### src/core/serial_port_consts.vh
// Constants of the second serial port: register offsets, field positions and reset values.
// Assumes byte addresses on an APB bus with 32-bit data, one register per aligned word.
`ifndef SERIAL_PORT_CONSTS_VH
`define SERIAL_PORT_CONSTS_VH
`define SP_ADDR_W 8
`define SP_OFF_FLAGS 8'h00
`define SP_OFF_ENABLES 8'h04
`define SP_OFF_PRIOS 8'h08
`define SP_OFF_RCSTA 8'h0c
`define SP_OFF_RCBUF 8'h10
`define SP_OFF_TXSTA 8'h14
`define SP_OFF_BRG 8'h18
`define SP_OFF_TXBUF 8'h1c
`define SP_BIT_RCIF 5
`define SP_BIT_TXIF 4
`define SP_BIT_PORT_EN 7
`define SP_BIT_RX9 6
`define SP_BIT_SINGLE_RECEIVE_ENABLE 5
`define SP_BIT_CONTINUOUS_RECEIVE_ENABLE 4
`define SP_BIT_ADDRESS_DETECT_ENABLE 3
`define SP_BIT_FRAMING_ERROR 2
`define SP_BIT_OVERRUN_ERROR 1
`define SP_BIT_RECEIVED_NINTH_BIT 0
`define SP_BIT_CLOCK_SOURCE_MASTER_SELECT 7
`define SP_BIT_TX9 6
`define SP_BIT_TRANSMIT_ENABLE 5
`define SP_BIT_SYNC 4
`define SP_BIT_HIGH_SPEED_BAUD_SELECT 2
`define SP_BIT_SHIFTER_EMPTY_STATUS 1
`define SP_BIT_TRANSMIT_NINTH_BIT 0
`define SP_RST_BYTE 8'h00
`define SP_RST_TXIF 1'b1
`define SP_OVERSAMPLE 5'h10
`define SP_HALF_BIT 4'h7
`endif

### src/core/serial_port.v
// Second serial port: asynchronous receiver with address detect and synchronous master mode.
// Assumes an APB master on CLK and a remote serial node on the receive and transmit pins.
//
// Added by the designer: the APB slave port and the register offsets.
`timescale 1ns/1ps
`include "serial_port_consts.vh"

module serial_port (
  input wire CLK,
  input wire ARST_N,
  input wire PSEL,
  input wire PENABLE,
  input wire PWRITE,
  input wire [`SP_ADDR_W-1:0] PADDR,
  input wire [31:0] PWDATA,
  output reg [31:0] PRDATA,
  output wire PREADY,
  output wire PSLVERR,
  input wire RX_PIN_IN,
  output wire RX_PIN_OUT,
  output wire RX_PIN_OE,
  output wire TX_PIN_OUT,
  output wire TX_PIN_OE,
  output wire RX_INT_REQ,
  output wire TX_INT_REQ,
  output wire RX_INT_PRIO,
  output wire TX_INT_PRIO
);

  localparam R_IDLE = 2'h0;
  localparam R_START = 2'h1;
  localparam R_DATA = 2'h2;
  localparam R_STOP = 2'h3;
  localparam S_IDLE = 2'h0;
  localparam S_TX = 2'h1;
  localparam S_RX = 2'h2;

  reg [7:0] enables_reg;
  reg [7:0] prios_reg;
  reg [7:0] rcsta_reg;
  reg [7:0] txsta_reg;
  reg [7:0] brg_reg;
  reg [7:0] rcbuf_reg;
  reg [7:0] txbuf_reg;
  reg rcif_reg;
  reg txif_reg;
  reg framing_error_reg;
  reg overrun_error_reg;
  reg received_ninth_bit_reg;
  reg rx_meta_reg;
  reg rx_sync_reg;
  reg [9:0] div_reg;
  reg [1:0] rstate_reg;
  reg [3:0] os_reg;
  reg [3:0] rbits_reg;
  reg [8:0] rsh_reg;
  reg [1:0] sstate_reg;
  reg [3:0] sbits_reg;
  reg [8:0] tsh_reg;
  reg ck_reg;
  reg dt_reg;
  reg done_reg;
  reg done_framing_error_reg;
  reg [8:0] done_word_reg;

  wire port_en = rcsta_reg[`SP_BIT_PORT_EN];
  wire rx9 = rcsta_reg[`SP_BIT_RX9];
  wire single_receive_enable = rcsta_reg[`SP_BIT_SINGLE_RECEIVE_ENABLE];
  wire continuous_receive_enable = rcsta_reg[`SP_BIT_CONTINUOUS_RECEIVE_ENABLE];
  wire address_detect_enable = rcsta_reg[`SP_BIT_ADDRESS_DETECT_ENABLE];
  wire clock_source_master_select = txsta_reg[`SP_BIT_CLOCK_SOURCE_MASTER_SELECT];
  wire tx9 = txsta_reg[`SP_BIT_TX9];
  wire transmit_enable = txsta_reg[`SP_BIT_TRANSMIT_ENABLE];
  wire sync_mode = txsta_reg[`SP_BIT_SYNC];
  wire high_speed_baud_select = txsta_reg[`SP_BIT_HIGH_SPEED_BAUD_SELECT];
  wire async_on = port_en & ~sync_mode;
  wire master_on = port_en & sync_mode & clock_source_master_select;
  wire [3:0] nbits = rx9 ? 4'h9 : 4'h8;
  wire [3:0] tbits = tx9 ? 4'h9 : 4'h8;
  wire shifter_empty_status = (sstate_reg != S_TX);

  wire setup = PSEL & ~PENABLE;
  wire acc = PSEL & PENABLE;
  wire wr = acc & PWRITE;
  wire rd = acc & ~PWRITE;
  wire mapped = (PADDR[1:0] == 2'h0) && (PADDR <= `SP_OFF_TXBUF);
  wire wr_rcsta = wr & (PADDR == `SP_OFF_RCSTA);
  wire wr_txbuf = wr & (PADDR == `SP_OFF_TXBUF);
  wire rd_rcbuf = rd & (PADDR == `SP_OFF_RCBUF);
  reg txbuf_full_reg;

  assign PREADY = 1'b1;
  assign PSLVERR = acc & ~mapped;

  // The base tick feeds both the oversampler and the shift clock phases.
  wire [9:0] reload = high_speed_baud_select ? {2'h0, brg_reg} : {brg_reg, 2'h3};
  wire tick = (div_reg == 10'h000);

  always @(posedge CLK or negedge ARST_N) begin
    if (!ARST_N) begin
      div_reg <= 10'h000;
    end else if (!port_en || tick) begin
      div_reg <= reload;
    end else begin
      div_reg <= div_reg - 10'h001;
    end
  end

  // Two stages on the pin; only the second stage is read by the receivers.
  always @(posedge CLK or negedge ARST_N) begin
    if (!ARST_N) begin
      rx_meta_reg <= 1'b1;
      rx_sync_reg <= 1'b1;
    end else begin
      rx_meta_reg <= RX_PIN_IN;
      rx_sync_reg <= rx_meta_reg;
    end
  end

  // Asynchronous receiver; the start bit is checked at its middle to reject glitches.
  wire arx_done = async_on & tick & (rstate_reg == R_STOP) & (os_reg == 4'hf);
  always @(posedge CLK or negedge ARST_N) begin
    if (!ARST_N) begin
      rstate_reg <= R_IDLE;
      os_reg <= 4'h0;
      rbits_reg <= 4'h0;
      rsh_reg <= 9'h000;
    end else if (!async_on || !continuous_receive_enable) begin
      rstate_reg <= R_IDLE;
    end else if (tick) begin
      os_reg <= os_reg + 4'h1;
      case (rstate_reg)
        R_IDLE: begin
          os_reg <= 4'h0;
          if (!rx_sync_reg) begin
            rstate_reg <= R_START;
          end
        end
        R_START: begin
          if (os_reg == `SP_HALF_BIT) begin
            os_reg <= 4'h0;
            rbits_reg <= nbits;
            rstate_reg <= rx_sync_reg ? R_IDLE : R_DATA;
          end
        end
        R_DATA: begin
          if (os_reg == 4'hf) begin
            rsh_reg <= {rx_sync_reg, rsh_reg[8:1]};
            rbits_reg <= rbits_reg - 4'h1;
            if (rbits_reg == 4'h1) begin
              rstate_reg <= R_STOP;
            end
          end
        end
        R_STOP: begin
          if (os_reg == 4'hf) begin
            rstate_reg <= R_IDLE;
          end
        end
        default: begin
          rstate_reg <= R_IDLE;
        end
      endcase
    end
  end

  // Synchronous master engine; the clock idles low and data moves on its falling edge.
  wire rx_req = single_receive_enable | continuous_receive_enable;
  wire tx_load = master_on & transmit_enable & txbuf_full_reg & ~wr_txbuf & (sstate_reg == S_IDLE);
  wire srx_done = tick & (sstate_reg == S_RX) & ck_reg & (sbits_reg == 4'h1);
  always @(posedge CLK or negedge ARST_N) begin
    if (!ARST_N) begin
      sstate_reg <= S_IDLE;
      sbits_reg <= 4'h0;
      tsh_reg <= 9'h000;
      ck_reg <= 1'b0;
      dt_reg <= 1'b1;
    end else if (!master_on) begin
      sstate_reg <= S_IDLE;
      ck_reg <= 1'b0;
    end else begin
      case (sstate_reg)
        S_IDLE: begin
          ck_reg <= 1'b0;
          if (tx_load) begin
            tsh_reg <= {1'b0, txsta_reg[`SP_BIT_TRANSMIT_NINTH_BIT], txbuf_reg[7:1]};
            dt_reg <= txbuf_reg[0];
            sbits_reg <= tbits;
            sstate_reg <= S_TX;
          end else if (rx_req && !txbuf_full_reg) begin
            sbits_reg <= nbits;
            sstate_reg <= S_RX;
          end
        end
        S_TX: begin
          if (tick) begin
            ck_reg <= ~ck_reg;
            if (ck_reg) begin
              sbits_reg <= sbits_reg - 4'h1;
              dt_reg <= tsh_reg[0];
              tsh_reg <= {1'b0, tsh_reg[8:1]};
              if (sbits_reg == 4'h1) begin
                sstate_reg <= S_IDLE;
              end
            end
          end
        end
        S_RX: begin
          if (!rx_req) begin
            sstate_reg <= S_IDLE;
            ck_reg <= 1'b0;
          end else if (tick) begin
            ck_reg <= ~ck_reg;
            if (ck_reg) begin
              sbits_reg <= sbits_reg - 4'h1;
              if (sbits_reg == 4'h1) begin
                sstate_reg <= S_IDLE;
              end
            end
          end
        end
        default: begin
          sstate_reg <= S_IDLE;
        end
      endcase
    end
  end

  // Synchronous receive shifting shares the receive shifter idea but keeps its own word.
  reg [8:0] ssh_reg;
  always @(posedge CLK or negedge ARST_N) begin
    if (!ARST_N) begin
      ssh_reg <= 9'h000;
    end else if (tick && sstate_reg == S_RX && ck_reg) begin
      ssh_reg <= {rx_sync_reg, ssh_reg[8:1]};
    end
  end

  // One completion pulse for both receivers, with the word aligned to bit 0.
  always @(posedge CLK or negedge ARST_N) begin
    if (!ARST_N) begin
      done_reg <= 1'b0;
      done_framing_error_reg <= 1'b0;
      done_word_reg <= 9'h000;
    end else begin
      done_reg <= arx_done | srx_done;
      done_framing_error_reg <= arx_done & ~rx_sync_reg;
      if (arx_done) begin
        done_word_reg <= rx9 ? rsh_reg : {1'b0, rsh_reg[8:1]};
      end else if (srx_done) begin
        done_word_reg <= rx9 ? {rx_sync_reg, ssh_reg[8:1]} : {1'b0, rx_sync_reg, ssh_reg[8:2]};
      end
    end
  end

  wire addr_reject = address_detect_enable & rx9 & ~done_word_reg[8];
  wire rx_accept = done_reg & ~addr_reject & ~overrun_error_reg;
  wire rx_overrun = rx_accept & rcif_reg & ~rd_rcbuf;

  // Registers and their side effects; hardware sets win over software clears.
  always @(posedge CLK or negedge ARST_N) begin
    if (!ARST_N) begin
      enables_reg <= `SP_RST_BYTE;
      prios_reg <= `SP_RST_BYTE;
      rcsta_reg <= `SP_RST_BYTE;
      txsta_reg <= `SP_RST_BYTE;
      brg_reg <= `SP_RST_BYTE;
      rcbuf_reg <= `SP_RST_BYTE;
      txbuf_reg <= `SP_RST_BYTE;
      txbuf_full_reg <= 1'b0;
      rcif_reg <= 1'b0;
      txif_reg <= `SP_RST_TXIF;
      framing_error_reg <= 1'b0;
      overrun_error_reg <= 1'b0;
      received_ninth_bit_reg <= 1'b0;
    end else begin
      if (wr && PADDR == `SP_OFF_ENABLES) begin
        enables_reg <= PWDATA[7:0];
      end
      if (wr && PADDR == `SP_OFF_PRIOS) begin
        prios_reg <= PWDATA[7:0];
      end
      if (wr && PADDR == `SP_OFF_TXSTA) begin
        txsta_reg <= PWDATA[7:0];
      end
      if (wr && PADDR == `SP_OFF_BRG) begin
        brg_reg <= PWDATA[7:0];
      end
      if (wr_rcsta) begin
        rcsta_reg <= PWDATA[7:0];
      end else if (srx_done && single_receive_enable && !continuous_receive_enable) begin
        rcsta_reg[`SP_BIT_SINGLE_RECEIVE_ENABLE] <= 1'b0;
      end
      if (wr_txbuf) begin
        txbuf_reg <= PWDATA[7:0];
        txbuf_full_reg <= 1'b1;
        txif_reg <= 1'b0;
      end else if (tx_load) begin
        txbuf_full_reg <= 1'b0;
        txif_reg <= 1'b1;
      end
      if (rd_rcbuf) begin
        rcif_reg <= 1'b0;
      end
      if (wr_rcsta && !PWDATA[`SP_BIT_CONTINUOUS_RECEIVE_ENABLE]) begin
        overrun_error_reg <= 1'b0;
        framing_error_reg <= 1'b0;
      end
      if (rx_accept && !rx_overrun) begin
        rcbuf_reg <= done_word_reg[7:0];
        received_ninth_bit_reg <= done_word_reg[8];
        framing_error_reg <= done_framing_error_reg;
        rcif_reg <= 1'b1;
      end
      if (rx_overrun) begin
        overrun_error_reg <= 1'b1;
      end
    end
  end

  // Read data is captured in the setup phase so it stands from a flip-flop.
  always @(posedge CLK or negedge ARST_N) begin
    if (!ARST_N) begin
      PRDATA <= 32'h00000000;
    end else if (setup) begin
      case (PADDR)
        `SP_OFF_FLAGS: PRDATA <= {26'h0, rcif_reg, txif_reg, 4'h0};
        `SP_OFF_ENABLES: PRDATA <= {26'h0, enables_reg[5:4], 4'h0};
        `SP_OFF_PRIOS: PRDATA <= {26'h0, prios_reg[5:4], 4'h0};
        `SP_OFF_RCSTA: PRDATA <= {24'h0, rcsta_reg[7:3], framing_error_reg, overrun_error_reg, received_ninth_bit_reg};
        `SP_OFF_RCBUF: PRDATA <= {24'h0, rcbuf_reg};
        `SP_OFF_TXSTA: PRDATA <= {24'h0, txsta_reg[7:4], 1'b0, high_speed_baud_select, shifter_empty_status, txsta_reg[0]};
        `SP_OFF_BRG: PRDATA <= {24'h0, brg_reg};
        `SP_OFF_TXBUF: PRDATA <= {24'h0, txbuf_reg};
        default: PRDATA <= 32'h00000000;
      endcase
    end
  end

  assign RX_INT_REQ = rcif_reg & enables_reg[`SP_BIT_RCIF];
  assign TX_INT_REQ = txif_reg & enables_reg[`SP_BIT_TXIF];
  assign RX_INT_PRIO = prios_reg[`SP_BIT_RCIF];
  assign TX_INT_PRIO = prios_reg[`SP_BIT_TXIF];

  // In master mode the transmit pin carries the clock and the receive pin the data.
  wire sync_pins = port_en & sync_mode;
  assign TX_PIN_OUT = sync_pins ? ck_reg : 1'b1;
  assign TX_PIN_OE = port_en & (~sync_mode | clock_source_master_select);
  assign RX_PIN_OUT = dt_reg;
  assign RX_PIN_OE = sync_pins & clock_source_master_select & (sstate_reg == S_TX);

endmodule

### config.mk
export PLATFORM = sky130hd
export DESIGN_NAME = serial_port
export DESIGN_NICKNAME = d
export VERILOG_FILES = /design/src/core/serial_port.v
export VERILOG_INCLUDE_DIRS = /design/src /design/src/core
export SDC_FILE = /design/constraint.sdc
export NUM_CORES = 1
export LEC_CHECK = 0
export BUFFER_PORTS_ARGS = -buffer_cell sky130_fd_sc_hd__buf_2
export CAP_MARGIN = 10
export CORE_MARGIN = 10
export CORE_UTILIZATION = 50
export DETAILED_ROUTE_END_ITERATION = 10
export PLACE_DENSITY = 0.71
export SKIP_CTS_REPAIR_TIMING = 1
export SLEW_MARGIN = 20
export SYNTH_ARGS = -nofsm -noshare
export SYNTH_HDL_FRONTEND = slang
export SYNTH_SLANG_ARGS = --single-unit
### constraint.sdc
create_clock -name CLK -period 6.7 [get_ports CLK]
set_input_delay 0.67 -clock CLK [delete_from_list [all_inputs] [get_ports CLK]]
set_output_delay 0.67 -clock CLK [all_outputs]
set_load 0.01 [all_outputs]
* Word level (Yosys, flattened, before mapping)
Index checks and enable logic that the tools add are counted.
** Storage, ports and cells
- Register bits after elaboration :: 158
- Bits of input ports :: 46
- Output and inout bits :: 42
- Logic and storage cells :: 216
** Cells by class
- $add $sub $neg :: 4
- $lt $le $gt $ge :: 1
- Eq/ne operators :: 31
- Mux-type cells :: 61
- Bitwise operators :: 47
- Reduce and logical (&&, ||, !) cells :: 41
** Operators by type and width (count)
- 8-bit case mux with 8 select lines :: 1
- 9-bit two-way mux :: 7
- 1-bit AND :: 32
- 8-bit by 5-bit equality test with 1-bit output (second input constant) :: 4
- 4-bit two-way mux :: 8
- 2-bit two-way mux :: 15
- 1-bit two-way mux :: 20
- 10-bit two-way mux :: 2
- 9-bit case mux with 2 select lines :: 1
- 2-bit nonzero test :: 9
- 8-bit by 4-bit equality test with 1-bit output (second input constant) :: 2
- 4-bit case mux with 2 select lines :: 2
- 1-bit logical AND :: 12
- 2-bit inequality test (second input constant) :: 6
- 3-bit inequality test (second input constant) :: 4
- 1-bit inverter :: 12
- 4-bit case mux with 3 select lines :: 1
- 10-bit logical NOT :: 1
- 5-bit AND reduction :: 2
- 10-bit by 1-bit subtractor with 10-bit output (second input constant) :: 1
- 4-bit by 1-bit equality test with 1-bit output (second input constant) :: 2
- 8-bit by 3-bit equality test with 1-bit output (second input constant) :: 1
- 8-bit by 5-bit less-or-equal comparator with 1-bit output (second input constant) :: 1
- 8-bit logical NOT :: 1
- 23 further kinds :: 38

* Longest topological paths before layout
- Depth after elaboration :: 10
- Gate-level depth with buffers :: 8
- Mapped depth without buffers :: 7

* Least setup slack after synthesis
OpenSTA, ideal clock, no wires.
- Kind :: input-to-reg
- From :: in PADDR[5]
- To :: reg tsh_reg[0]
- Library setup time :: 125 ps
- Data arrival time :: 2421 ps
- Data required time :: 6575 ps
- Path slack :: 4154 ps
- Stages :: 7
- Buffers on the path :: 2
- Path through :: or4b_1 > clkbuf_1 > nor3_1 > buf_2 > o22ai_1 > nand2_1 > mux2_2
** Between the ends
- Cells in the longest elaborated chain, start to end :: 7
** RTL lines
- start: declaration :: RTL line serial_port.v:14 : input wire [`SP_ADDR_W-1:0] PADDR,
- 8-bit by 5-bit equality test with 1-bit output
- 1-bit AND :: RTL line serial_port.v:88 : wire wr_txbuf = wr & (PADDR == `SP_OFF_TXBUF);
- 1-bit inverter :: RTL line serial_port.v:169 : wire tx_load = master_on & transmit_enable & txbuf_full_reg & ~wr_txbuf & (sstate_reg == S_IDLE);
- 1-bit AND (2 in series) :: RTL line serial_port.v:169
- 2-bit inequality test (no source line)
- 5-bit AND reduction (no source line)
- end signal: assignment :: RTL line serial_port.v:186 : tsh_reg <= {1'b0, txsta_reg[`SP_BIT_TRANSMIT_NINTH_BIT], txbuf_reg[7:1]};
- end signal: assignment :: RTL line serial_port.v:201 : tsh_reg <= {1'b0, tsh_reg[8:1]};
- end: declaration :: RTL line serial_port.v:59 : reg [8:0] tsh_reg;
Every way passes these cells.
A chain may end at the register's enable or synchronous reset.

* Worst setup path in the final report
- From :: reg div_reg[0]
- To :: reg rbits_reg[1]
** Between the ends
- Cells in the longest elaborated chain, start to end :: 2
** RTL lines
- start: declaration :: RTL line serial_port.v:52 : reg [9:0] div_reg;
- start signal: assignment :: RTL line serial_port.v:103 : div_reg <= reload;
- start signal: assignment :: RTL line serial_port.v:105 : div_reg <= div_reg - 10'h001;
- 10-bit logical NOT :: RTL line serial_port.v:97 : wire tick = (div_reg == 10'h000);
- 5-bit AND reduction (no source line)
- end signal: assignment :: RTL line serial_port.v:142 : rbits_reg <= nbits;
- end signal: assignment :: RTL line serial_port.v:149 : rbits_reg <= rbits_reg - 4'h1;
- end: declaration :: RTL line serial_port.v:55 : reg [3:0] rbits_reg;
Every way passes these cells.

==> impl_metrics.tcl <==
set metrics [dict create \
    grt-ovfl-total 0 \
    fp.dieArea_um2 17220 \
    drc_errors 0 \
    grt_use_total 0.1655 \
    drtIter0Drc 474 \
    root_buffer "clkbuf_16" \
    ys_seq_area_frac 0.4823 \
    synthCells 565 \
    p_per_area_nw_per_um2 258.0 \
    r2r_cells 7 \
    fin_skew_ns 0.005021 \
    crit_arrival_ns 3.16 \
    synth_ff_type "dfrtp_1" \
    clk_pin_slew_ns 0.05 \
    pwr-share-clk 0.570 \
    syn2layout_area_growth_pct 14.73 \
    worstSetupPathType "reg2reg" \
    drive_gt1_frac 0.2455 \
    placed_cell_area_um2 6414 \
    sw_frac_of_total 0.1937 \
    async_flop_share 1.000 \
    grt_start_max_net_pins 80 \
    r2r_end "rbits_reg[1]" \
    cp.buffers_inverters 1 \
    fmax_mhz 349.4 \
    seqPwrFrac 0.400 \
    worst_setup_path_start_kind "register" \
    rsz0062_at_grt "false" \
    status "complete, no violations" \
    fin_ws_ns 3.838 \
    cts_buffers 17 \
    n_antenna_cell 0 \
    hold_viol 0 \
    p_leak_nw 3.416 \
    layout_min_cycle_time_ns 2.862 \
    power_frac_comb 0.030 \
    ys_ff_latch 119 \
    ys_types 65 \
    worst_skew_pair.late_latency_ns 0.42 \
    io_buffers 38 \
    r2r_setup_slack_ns 3.84 \
    layout.nets 658 \
    vias 4566 \
    fin_crit_sh 0.4272 \
    crit_chain "inv_1, ha_1, or4b_4, or4_1, nor4b_1, nor2_1, a22o_1" \
    finalPower_w 0.001830 \
    first_global_vias 4498 \
    worstHoldPathType "in2async" \
    ys_warn_count 0 \
    r2r-start "div_reg[0]" \
    largest_reg_flops 10 \
    layout_common_cells "115 x dfrtp_1, 67 x mux2_2, 53 x nand2_1, 37 x buf_2, 28 x nor2_1" \
    synth_edf_count 0 \
    ant_nets 0 \
    tightest_slew_ns 0.9637 \
    crit_path_end_kind "register" \
    hpwl_um 10250 \
    via_per_inst 5.831 \
    fin_area_um2 7096 \
    htree_levels 4 \
    initial_core_util 0.5128 \
    std_cell_rows 40 \
    die_w_um 131.2 \
    gp_congestion 0.8776 \
    critical_path.max_stage_delay_ns 0.70 \
    p_sw_w 0.0003545 \
    pre_cts_slack_ns 3.670 \
    slew_violations 0 \
    grt_pass1_wl_um 23240 \
    p_int_w 0.001476 \
    vdd_ir_drop_max_v 0.0001654 \
    tns_ns 0 \
    critPathTopFamily "simple AND/OR/NAND/NOR gates" \
    antenna_found_initial 0 \
    cts_sinks 119 \
    worst-endpoint-required_ns 7.00 \
    netlist_area_um2 6185 \
    syn_avg_cell_area_um2 10.95 \
    dieHeight_um 131.2 \
    cp_slowest_cell "or4_1" \
    coreArea_um2 12060 \
    finalSetupViolCount 0 \
    clockBufferDepth 2 \
    max_slew_margin 0.3575 \
    routedWlPerCell_um 18.07 \
    cts_tree "built" \
    pin_count 88 \
    drv_cap 0 \
    cp_max_fo 11 \
    first_pass_iters 6 \
    wirelength_um 14150 \
    final_common_cell "dfrtp_1" \
]
metal layers:
metal	wire [um]	part of all wire	vias to the layer above	global-route usage
li1	-	-	2102	-
met5	0	0	-	0
met1	6046	0.43	2273	0.2036
met4	248	0.018	0	0.07188
met2	6962	0.49	169	0.2676
met3	888	0.063	22	0.04345
area by class of cell:
cell class	instances	area, um2
multi-input cells	405	2942
clock buffers	24	491.7
flip-flops and latches	119	2983
repair buffers	40	207.7
clock inverters	8	190.2
inverters	19	71.32
well taps	168	210.2
fillers	988	4966
logic make-up after synthesis:
logic type / after synthesis / share of synthesized area
flip-flops: 119 / 0.4823
AO/OA/AOI/OAI: 112 / 0.1230
buffers and inverters: 64 / 0.05604
multiplexers: 86 / 0.1641
AND/OR/NAND/NOR: 164 / 0.1418
XOR/XNOR: 8 / 0.01133
other: 2 / 0.001214
adder cells (fa/ha/maj): 10 / 0.02023
Yosys cell counts (4+ instances only):
cell,number,area (um2)
a21oi_1,26,130.1
nand3b_1,4,30.03
a31oi_1,4,25.02
buf_2,4,20.02
nor4_1,5,31.28
clkbuf_1,13,48.80
o21ai_0,24,120.1
a22o_1,8,70.07
a211oi_1,6,45.04
a22oi_1,7,52.55
nand3_1,12,60.06
nor2_1,28,105.1
mux2i_1,14,140.1
and3_1,4,25.02
nor3_1,14,70.07
and2_1,7,43.79
dfrtp_1,115,2878
a222oi_1,6,60.06
buf_4,25,187.7
nor2b_1,7,43.79
ha_1,10,125.1
dfstp_2,4,105.1
inv_1,19,71.32
mux2_2,67,754.5
xnor2_1,5,43.79
nand2_1,53,198.9
a21o_1,8,60.06
stage by stage:
| stage | utilization | instances | hold slack (ns) |
|---|---|---|---|
| after floorplan | - | 588 | 0.3452 |
| after global placement | 0.5317 | 751 | 0.3471 |
| after detailed placement | 0.5317 | 751 | 0.3468 |
| after CTS | 0.5883 | 783 | 0.2644 |
| after global routing | 0.5883 | 783 | 0.2935 |
| final | 0.5883 | 783 | 0.2501 |
how the worst max path moves through the flow:
stage	from	endpoint	slack [ns]	cells past startpoint
detailed placement	PADDR[5]	sbits_reg[2]	3.67	6
floorplan	PADDR[5]	tsh_reg[0]	4.15	7
global route	div_reg[0]	rbits_reg[1]	3.58	7
global placement	PADDR[5]	sbits_reg[2]	3.67	6
CTS	div_reg[0]	rbits_reg[1]	3.81	7
finish	div_reg[0]	rbits_reg[1]	3.84	7
power by group through the flow:
| stage | Sequential, W | Clock (W) | Combinational, W |
|---|---|---|---|
| after floorplan | 0.000741 | 0 | 0.0000357 |
| after global routing | 0.000733 | 0.00109 | 0.0000617 |
| after global placement | 0.000744 | 0 | 0.0000535 |
| after CTS | 0.000732 | 0.00106 | 0.0000552 |
| after detailed placement | 0.000744 | 0 | 0.0000550 |
| final | 0.000732 | 0.00104 | 0.0000550 |
Power figures use the tool's default switching activity.
